File: config.mk
export PLATFORM = sky130hd
export DESIGN_NAME = tsrt_timer
export DESIGN_NICKNAME = d
export VERILOG_FILES = /design/src/inc/tsrt_pkg.sv /design/src/rtl/tsrt_prescale.sv /design/src/rtl/tsrt_timer.sv
export VERILOG_INCLUDE_DIRS = /design/src /design/src/inc
export SDC_FILE = /design/constraint.sdc
export NUM_CORES = 1
export LEC_CHECK = 0
export ABC_AREA = 1
export BUFFER_PORTS_ARGS = -buffer_cell sky130_fd_sc_hd__buf_2
export CAP_MARGIN = 30
export CORE_ASPECT_RATIO = 2
export CORE_MARGIN = 4
export CORE_UTILIZATION = 60
export DETAILED_ROUTE_END_ITERATION = 7
export PLACE_DENSITY = 0.86
export SYNTH_ARGS = -nofsm -noshare
export SYNTH_HDL_FRONTEND = slang
export SYNTH_SLANG_ARGS = --single-unit
export TNS_END_PERCENT = 10
File: constraint.sdc
create_clock -name CLK -period 5.4 [get_ports CLK]
set_input_delay 0.27 -clock CLK [delete_from_list [all_inputs] [get_ports CLK]]
set_output_delay 0.27 -clock CLK [all_outputs]
set_load 0.01 [all_outputs]
File: src/inc/tsrt_map.svh
// Constants for the two-stage reload timer: widths, reset values, timing.
// Assumes inclusion by bare name from design files and the package.
`ifndef TSRT_MAP_SVH
`define TSRT_MAP_SVH

// ---------------------------------------------------------------
// Field widths and positions
// ---------------------------------------------------------------
`define TSRT_PRE_W 12
`define TSRT_CNT_W 16
`define TSRT_PRE_HI_MSB 11
`define TSRT_PRE_HI_LSB 8
`define TSRT_PRE_LO_MSB 7
`define TSRT_PRE_LO_LSB 0

// ---------------------------------------------------------------
// Reset values
// ---------------------------------------------------------------
`define TSRT_PRE_RST 12'h000
`define TSRT_CNT_RST 16'h0000
`define TSRT_DIV_RST 1'h0

// ---------------------------------------------------------------
// Timing: crystal and tick rate in kHz
// ---------------------------------------------------------------
`define TSRT_XTAL_KHZ 27120
`define TSRT_TICK_KHZ 13560
`define TSRT_DIV_RATIO (`TSRT_XTAL_KHZ / `TSRT_TICK_KHZ)

`endif

File: src/inc/tsrt_pkg.sv
// Types shared by the timer top and its prescaler stage.
// Assumes tsrt_map.svh is reachable on the include path.
`include "tsrt_map.svh"

package tsrt_pkg;

  // ---------------------------------------------------------------
  // Host control bits for the timer
  // ---------------------------------------------------------------
  typedef struct packed {
    logic start_now;                     // Start pulse
    logic stop_now;                      // Stop pulse
    logic auto_start;                    // Protocol events start timer
    logic auto_restart;                  // Reload on zero instead of halt
    logic alt_prescale;                  // Even prescaler periods
    logic [`TSRT_PRE_HI_MSB-`TSRT_PRE_HI_LSB:0] pre_hi; // Upper reload
    logic [`TSRT_PRE_LO_MSB:0] pre_lo;   // Lower reload
    logic [`TSRT_CNT_W-1:0] cnt_reload;  // Counter reload
  } tsrt_ctrl_t;

  typedef enum logic [0:0] {
    TSRT_IDLE = 1'b0,
    TSRT_RUN = 1'b1
  } tsrt_state_t;

  // Prescaler state
  typedef struct packed {
    logic [`TSRT_PRE_W-1:0] cnt;         // Down count
    logic half;                          // Second pass of a period
    logic div;                           // Crystal-to-tick divider
  } tsrt_pre_t;

  // Top state
  typedef struct packed {
    tsrt_state_t st;
    logic [`TSRT_CNT_W-1:0] cnt;         // Live counter
    logic flag;                          // Expiry flag
  } tsrt_top_t;

endpackage : tsrt_pkg

File: src/rtl/tsrt_prescale.sv
// Prescaler stage: 12-bit reloadable down counter giving one expiry pulse.
// Assumes CLK is the 27.12 MHz crystal clock; it halves it to 13.56 MHz.
`include "tsrt_map.svh"

module tsrt_prescale (
  input wire logic clk,                          // Crystal clock
  input wire logic rst_n,                        // Async reset, low
  input wire logic run,                          // Stage is counting
  input wire logic alt,                          // Even period mode
  input wire logic [`TSRT_PRE_W-1:0] reload,     // Reload value
  output logic expire                            // One-cycle expiry
);

  tsrt_pkg::tsrt_pre_t s;
  tsrt_pkg::tsrt_pre_t next_s;
  logic tick;

  // ---------------------------------------------------------------
  // Next state
  // ---------------------------------------------------------------
  always_comb begin
    next_s = s;
    expire = 1'b0;
    tick = s.div;                                // Every second edge
    if (!run) begin
      next_s.cnt = reload;
      next_s.half = 1'b0;
      next_s.div = `TSRT_DIV_RST;
      tick = 1'b0;
    end else begin
      next_s.div = ~s.div;
      if (tick) begin
        // Reload+1 ticks in the first pass; the second pass makes the period
        // 2*reload+1 or 2*reload+2 ticks
        if (s.cnt != `TSRT_PRE_RST) begin
          next_s.cnt = s.cnt - 12'h001;
        end else if (!s.half) begin
          next_s.cnt = reload;
          next_s.half = 1'b1;
          if (!alt) begin
            next_s.cnt = reload - 12'h001;
            if (reload == `TSRT_PRE_RST) begin
              next_s.half = 1'b0;
              expire = 1'b1;
              next_s.cnt = reload;
            end
          end
        end else begin
          next_s.cnt = reload;
          next_s.half = 1'b0;
          expire = 1'b1;
        end
      end
    end
  end

  // ---------------------------------------------------------------
  // State register
  // ---------------------------------------------------------------
  always_ff @(posedge clk or negedge rst_n) begin
    if (!rst_n) begin
      s <= '0;
    end else begin
      s <= next_s;
    end
  end

  // Expiry only ever falls on a tick of a running stage
  expire_pulse_a: assert property (
    @(posedge clk) disable iff (!rst_n)
    expire |-> run && s.div) else $error("expire off tick");

endmodule : tsrt_prescale

File: src/rtl/tsrt_timer.sv
// Two-stage reload timer: prescaler feeding a 16-bit reload down-counter.
// Assumes control bits arrive as synchronous ports, pulses one cycle wide.
//
// Function
// - Count at 13.56 MHz, half the 27.12 MHz crystal clock.
// - Prescaler expiries clock a separate reloadable main counter.
// - Prescaler reload 0..4095, upper four and lower eight bits.
// - Counter reload is a 16-bit value, 0 to 65535.
// - Live counter value is visible to the host.
// - Reaching zero sets expiry flag; enabled flag drives interrupt pin.
// - Host may set and clear the expiry flag.
// - At zero the counter halts or reloads, by configuration.
// - Running flag reports whether the timer counts.
// - Start-now starts, stop-now stops, immediately.
// - Auto-start bit lets protocol events start the timer.
// - The counter stage delays reload plus one prescaler expiries.
// - Default prescaler period is an odd number of ticks.
// - Alternative mode gives 2*reload+2 ticks, 4*reload+4 clocks, per period.
// - Expiry never alters any other internal operation.
// - Flag rises as the counter steps from one to zero.
`include "tsrt_map.svh"

module tsrt_timer (
  input wire logic CLK,                          // 27.12 MHz clock
  input wire logic RST_N,                        // Async reset, low
  input wire tsrt_pkg::tsrt_ctrl_t CTRL,         // Host control bits
  input wire logic PROTO_EVENT,                  // Protocol start pulse
  input wire logic FLAG_SET,                     // Host sets flag
  input wire logic FLAG_CLR,                     // Host clears flag
  input wire logic IRQ_EN,                       // Interrupt enable
  output logic [`TSRT_CNT_W-1:0] COUNT,          // Live counter value
  output logic RUNNING,                          // Timer running flag
  output logic EXPIRY_FLAG,                      // Timer expiry flag
  output logic IRQ                               // Interrupt request
);

  tsrt_pkg::tsrt_top_t s;
  tsrt_pkg::tsrt_top_t next_s;
  logic pre_exp;
  logic [`TSRT_PRE_W-1:0] pre_reload;
  logic zero_hit;
  logic run;

  // ---------------------------------------------------------------
  // Prescaler stage
  // ---------------------------------------------------------------
  assign run = (s.st == tsrt_pkg::TSRT_RUN);
  assign pre_reload = {CTRL.pre_hi, CTRL.pre_lo};

  tsrt_prescale u_pre (
    .clk(CLK),
    .rst_n(RST_N),
    .run(run),
    .alt(CTRL.alt_prescale),
    .reload(pre_reload),
    .expire(pre_exp)
  );

  // ---------------------------------------------------------------
  // Counter stage and flags
  // ---------------------------------------------------------------
  always_comb begin
    next_s = s;
    zero_hit = 1'b0;
    // Start loads the reload value; stop wins over a start in one cycle
    if (CTRL.start_now || (CTRL.auto_start && PROTO_EVENT)) begin
      next_s.st = tsrt_pkg::TSRT_RUN;
      next_s.cnt = CTRL.cnt_reload;
    end else if (run && pre_exp) begin
      if (s.cnt == 16'h0001 || s.cnt == `TSRT_CNT_RST) begin
        zero_hit = 1'b1;
        if (s.cnt == 16'h0001) begin
          next_s.cnt = `TSRT_CNT_RST;
        end else if (CTRL.auto_restart) begin
          next_s.cnt = CTRL.cnt_reload;
        end
        if (s.cnt == `TSRT_CNT_RST && !CTRL.auto_restart) begin
          next_s.st = tsrt_pkg::TSRT_IDLE;
        end
      end else begin
        next_s.cnt = s.cnt - 16'h0001;
      end
    end
    if (CTRL.stop_now) begin
      next_s.st = tsrt_pkg::TSRT_IDLE;
    end
    // Host clear loses to a same-cycle hardware set
    if (FLAG_CLR) begin
      next_s.flag = 1'b0;
    end
    if (FLAG_SET || (zero_hit && s.cnt == 16'h0001)) begin
      next_s.flag = 1'b1;
    end
  end

  // ---------------------------------------------------------------
  // State register
  // ---------------------------------------------------------------
  always_ff @(posedge CLK or negedge RST_N) begin
    if (!RST_N) begin
      s <= '0;
    end else begin
      s <= next_s;
    end
  end

  // Expiry drives only the flag; nothing else in the chip is touched
  assign COUNT = s.cnt;
  assign RUNNING = run;
  assign EXPIRY_FLAG = s.flag;
  assign IRQ = s.flag && IRQ_EN;

  // ---------------------------------------------------------------
  // Checks
  // ---------------------------------------------------------------
  // A start of either kind reloads the counter, so it is kept out
  flag_on_zero_a: assert property (
    @(posedge CLK) disable iff (!RST_N)
    run && pre_exp && s.cnt == 16'h0001 && !CTRL.start_now &&
    !(CTRL.auto_start && PROTO_EVENT) |=>
    EXPIRY_FLAG && COUNT == 16'h0000) else $error("no flag");
  irq_gate_a: assert property (
    @(posedge CLK) disable iff (!RST_N)
    IRQ == (EXPIRY_FLAG && IRQ_EN)) else $error("irq mismatch");
  flag_set_a: assert property (
    @(posedge CLK) disable iff (!RST_N)
    FLAG_SET |=> EXPIRY_FLAG) else $error("set lost");
  flag_clr_a: assert property (
    @(posedge CLK) disable iff (!RST_N)
    FLAG_CLR && !FLAG_SET && !(run && pre_exp) |=> !EXPIRY_FLAG)
    else $error("clear lost");
  start_now_a: assert property (
    @(posedge CLK) disable iff (!RST_N)
    CTRL.start_now && !CTRL.stop_now |=>
    RUNNING && COUNT == $past(CTRL.cnt_reload)) else $error("no start");
  stop_now_a: assert property (
    @(posedge CLK) disable iff (!RST_N)
    CTRL.stop_now |=> !RUNNING) else $error("no stop");
  auto_start_a: assert property (
    @(posedge CLK) disable iff (!RST_N)
    PROTO_EVENT && !CTRL.auto_start && !CTRL.start_now && !RUNNING
    |=> !RUNNING) else $error("auto start off");
  halt_zero_a: assert property (
    @(posedge CLK) disable iff (!RST_N)
    run && pre_exp && s.cnt == 16'h0000 && !CTRL.auto_restart &&
    !CTRL.start_now && !(CTRL.auto_start && PROTO_EVENT) |=> !RUNNING)
    else $error("no halt");
  count_hold_a: assert property (
    @(posedge CLK) disable iff (!RST_N)
    !pre_exp && !CTRL.start_now && !(CTRL.auto_start && PROTO_EVENT)
    |=> $stable(COUNT)) else $error("count moved");

endmodule : tsrt_timer

---- Word level (Yosys, flattened, before mapping) ----
Index checks and enable logic that the tools add are counted.
storage, ports and cells
  register bits ........................... 32
  bits in latches ......................... 0
  RAM bits ................................ 0
  ROM bits ................................ 0
  input port bits ......................... 39
  output and inout port bits .............. 19
  word-level logic and storage cells ...... 60
  memories kept ........................... 0
operators by class
  $add $sub $neg .......................... 3
  multiply operators ...................... 0
  divide/modulo/power cells ............... 0
  $lt $le $gt $ge ......................... 0
  equal/unequal tests ..................... 4
  shifts and indexed selects .............. 0
  mux-type cells .......................... 26
  bitwise gates (word level) .............. 1
  reduce and logical (&&, ||, !) cells .... 20
operators with widths
  cell                     number
  $mux W13                 4
  $mux W16                 3
  $mux W17                 2
  $sub A12 B1 Y12 const B  2
  $eq A16 B1 Y1 const B    1
  $logic_not A16 Y1        1
  $sub A16 B1 Y16 const B  1
  $mux W1                  15
  $mux W14                 1
  $logic_not A12 Y1        1
  $mux W12                 1
  $reduce_bool A12 Y1      1
  $reduce_bool A3 Y1       3
  $logic_and A1 B1 Y1      5
  $ne A4 B3 Y1 const B     1
  $reduce_and A2 Y1        2
  $reduce_bool A2 Y1       2
  $logic_or A1 B1 Y1       3
  $reduce_and A3 Y1        1
  $ne A2 B1 Y1 const B     1
  $ne A2 B2 Y1 const B     1
  $logic_not A1 Y1         1
  $not A1 Y1               1

---- Logic depth before layout (Yosys ltp) ----
  depth after elaboration ................. 13
  depth in mapped cells ................... 13
  mapped depth without buffers ............ 13

---- By module ----
Synthesis repeated with hierarchy kept, for this count alone.
unflattened totals
  cell total of the unflattened synthesis .. 481
  area total of the unflattened synthesis .. 2986.6 µm²
by module, submodules not included
  module         times used  cells an instance  area each (µm²)  sequential area each (µm²)
  tsrt_prescale  1           243                1498.9           350.3
  tsrt_timer     1           238                1487.7           450.4

---- Least setup slack after synthesis ----
Ideal clock, no wire load.
  path kind ............................... register to register
  from .................................... reg u_pre.s[2] (netlist name)
  to ...................................... reg s (netlist bit COUNT[0])
  setup time .............................. 0.117 ns
  data arrival time ....................... 1.716 ns
  required time ........................... 5.283 ns
  setup slack ............................. 3.567 ns
  stages on the path, launching flop included .. 13
  path buffers ............................ 2
  clock period less this slack ............ 1.833 ns
  cell sequence ........................... dfrtp_1 > inv_1 > ha_1 > inv_1 > nor3_2 > nand3_4 > nor2_4 > nand3_2 > or2_1 > buf_6 > buf_12 > nand3_2 > nand2_1
between the ends
  cells in the longest elaborated chain, start to end .. 7
RTL lines
  item                                  line                 source
  from (decl)                           tsrt_prescale.sv:14  tsrt_pkg::tsrt_pre_t s;
  from (signal assigned)                tsrt_prescale.sv:64  s <= next_s;
  $reduce_bool A12 Y1 (no source line)  -
  $mux W1                               tsrt_prescale.sv:35  if (s.cnt != `TSRT_PRE_RST) begin
  $mux W1                               tsrt_prescale.sv:32  if (tick) begin
  $mux W1                               tsrt_prescale.sv:25  if (!run) begin
  $logic_and A1 B1 Y1                   tsrt_timer.sv:69     end else if (run && pre_exp) begin
  $reduce_bool A2 Y1 (no source line)   -
  $reduce_and A2 Y1 (no source line)    -
  to (signal assigned)                  tsrt_timer.sv:103    s <= next_s;
  to (decl)                             tsrt_timer.sv:37     tsrt_pkg::tsrt_top_t s;
Every way passes these cells.
A chain may end at the register's enable or synchronous reset.

---- Worst setup path after layout ----
  from .................................... reg s (netlist bit RUNNING)
  to ...................................... reg u_pre.s[10] (netlist name)
between the ends
  cells in the longest elaborated chain, start to end .. 1
  elaborated cells between the ends (all ways) .. 2
  classes of those cells .................. eq/ne (1); mux (1)
RTL lines
  item
  $ne A2 B1 Y1 (no source line) / $mux W14 (equally long branches)
Several ways; a longest one is shown, not always the timed one.

==> summary.md <==
| Metric | Value |
|---|---|
| Syn Inst Count | 464 |
| H-tree Lvls | 2 |
| Power Dens Cells | 251 nW/um2 |
| Routed len/inst | 14.4 um |
| Ys Warns | 0 |
| Switching share of power | 37.8% |
| Post-DP Area | 3200 um2 |
| Worst-Skew Late Latency | 0.28 ns |
| Clock Skews | 0.00270 ns |
| Post-route ant nets | 0 |
| Mux share of post-synthesis cell area | 0% |
| Yosys top cell by area | dfrtp_1 |
| Number of flops mapped to enable cells by yosys | 0 |
| Most frequent cells after synthesis | nand2_1, inv_1, nand3_1 |
| Comb pwr share | 33.7% |
| Num rows | 35 |
| Largest cells by area after synthesis | dfrtp_1, nand2_1, nand3_1 |
| DRC viols | 0 |
| DR vias | 3228 |
| Synth async-reset ratio | 100% |
| Antenna diode count | 0 |
| Fraction of layout cells with a size suffix above 1 | 18.3% |
| Maximum vdd drop | 0.286 mV |
| Final WL | 8300 um |
| Post-CTS sizing | 0 |
| Post-CTS setup buffers | 0 |
| Die area | 6080 um2 |
| Setup crit start kind | register |
| Vias in the first global route | 3186 |
| Die width | 57.2 um |
| Clock share of power | 27.5% |
| Syn Std Cell Area | 2900 um2 |
| Hpwl dp | 6510 um |
| Ports | 58 |
| Max-Cap Viols | 0 |
| First drt pass iteration count | 5 |
| DR iter-0 viols | 209 |
| Routability congestion estimate | 0.897 |
| FF+latch count, synth | 32 |
| Hold WS | 0.0388 ns |
| Seq/Total Area, Yosys | 27.6% |
| Port Buffers | 57 |
| Utilization after layout | 71.2% |
| Clk slew on worst S/H paths | 0.07 ns |
| Outcome | complete, no violations |
| Synth Flop Type | dfrtp_1 |
| Fin crit share | 45.4% |
| Pins over their slew limit | 0 |
| CP endpoint kind | register |
| Slew of the pin with the lowest slew margin | 0.951 ns |
| Post-synthesis adder-cell area fraction | 3.02% |
| Pleak | 0.00180 uW |
| Max Freq | 408 MHz |
| Initial antenna violation count | 0 |
| Largest net degree at the start of global routing | 33 |
| Synthesized area per cell | 6.26 um2 |
| First-pass GRT wire length | 13900 um |
| Final Setup Violations | 0 |
| Crit path DAT | 2.68 ns |
| P_sw | 313 uW |
| Final Hold Fails | 0 |
| Combinational family with the most area after synthesis | simple AND/OR/NAND/NOR gates |
| Min cycle time layout | 2.45 ns |
| Starting Density | 62.6% |
| CTS buffer count | 5 |
| Mean number of vias per cell | 5.61 |
| Die height | 106 um |
| Final TNS setup | 0 ns |
| TritonCTS Sinks | 32 |
| Critical path required time | 5.63 ns |
| Seq pwr share | 38.8% |
| Distinct cells, synth | 30 |
| P&R area growth vs syn | 13.8% |
| Cell Int Power | 516 uW |
| Crit Path Max Fanout | 15 |
| Top-count cell post-synth | nand2_1 |
| Root buffer cell | clkbuf_8 |
| Min-Delay Path Class | in2async |
| Total gr overflow | 0 |
| Syn Nets | 510 |
| Layout Nets | 565 |
| Power Total | 829 uW |
| Post-synthesis simple-gate area fraction | 45.5% |
| RSZ-0062 raised after global routing | false |
| Synth top area share | 27.6% |
| CTS tree | built |
| Clk buf depth | 2 |
| GRT Resource Usage Total | 28.6% |
| Post-Synth XOR/XNOR Area | 5.43% |
| Worst setup path category | reg2reg |
| Worst slew margin | 36.4% |
| # hold bufs at CTS | 0 |
| Core area | 4640 um2 |
| Post-synthesis compound-gate area fraction | 8.14% |
| Post-route cell area | 3300 um2 |
layout make-up:
cell class	instances	area, um2
inverters	61	229
fillers	437	1340
flip-flops and latches	32	801
repair buffers	58	293
clock inverters	2	35.0
well taps	55	68.8
multi-input cells	361	1810
clock buffers	6	72.6
power by group through the flow:
stage	clock network [uW]	registers, uW	logic (uW)
after global placement	0	324	268
after detailed placement	0	325	276
final	228	322	279
after floorplan	0	325	185
after global routing	241	328	316
after CTS	230	321	279
placed cells by master, fill, tap and decap left out, drive strengths merged, types with 6 or more instances in the layout:
cell    instances
o21ai          13
nand2         171
nand3          54
inv            61
buf            58
clkbuf          6
nand4          12
xor2           13
nor2           49
ha              7
dfrtp          32
a21oi          20
worst max-delay path, stage by stage (launching register included):
cell	delay (ns)
dfrtp_1	0.62
inv_1	0.31
nor2_1	0.80
inv_1	0.31
o22ai_1	0.20
inv_1	0.07
nand2_1	0.07
per-stage QoR:
step           instances  worst slack (ns)
6_report             575              2.95
5_1_grt              575              2.71
4_1_cts              575              2.99
3_5_place_dp         567              3.00
3_3_place_gp         567              3.16
2_1_floorplan        464              3.57
final timing paths:
| check | start | slack [ns] | cells past startpoint | endpoint |
|---|---|---|---|---|
| worst min register to register | COUNT[1] | 0.54 | 2 | COUNT[1] |
| worst max register to register | RUNNING | 2.95 | 6 | u_pre.s[10] |
| worst min-delay path | RST_N | 0.04 | 1 | COUNT[3] |
| worst max-delay path | RUNNING | 2.95 | 6 | u_pre.s[10] |
| min in group CLK | CTRL[31] | 0.13 | 2 | RUNNING |
| max in group asynchronous | RST_N | 4.89 | 1 | COUNT[15] |
sequential cells by signal (all words and copies together), names as in the netlist:
register,cells
EXPIRY_FLAG,1
RUNNING,1
COUNT,16
u_pre.s,14
kinds of logic (layout without fill, tap and decap cells):
family / after synthesis / after routing
adder cells (fa/ha/maj): 7 / 7
AO/OA/AOI/OAI: 43 / 43
AND/OR/NAND/NOR: 293 / 293
flip-flops: 32 / 32
XOR/XNOR: 18 / 18
buffers and inverters: 71 / 127
metal layers:
layer	GRT usage, %	vias up	wire length [um]
li1	-	1580	-
met1	28.6	1478	2820
met2	54.7	135	4700
met3	2.79	35	422
met4	15.8	0	363
met5	0	-	0
(Power assumes the default switching activity.)
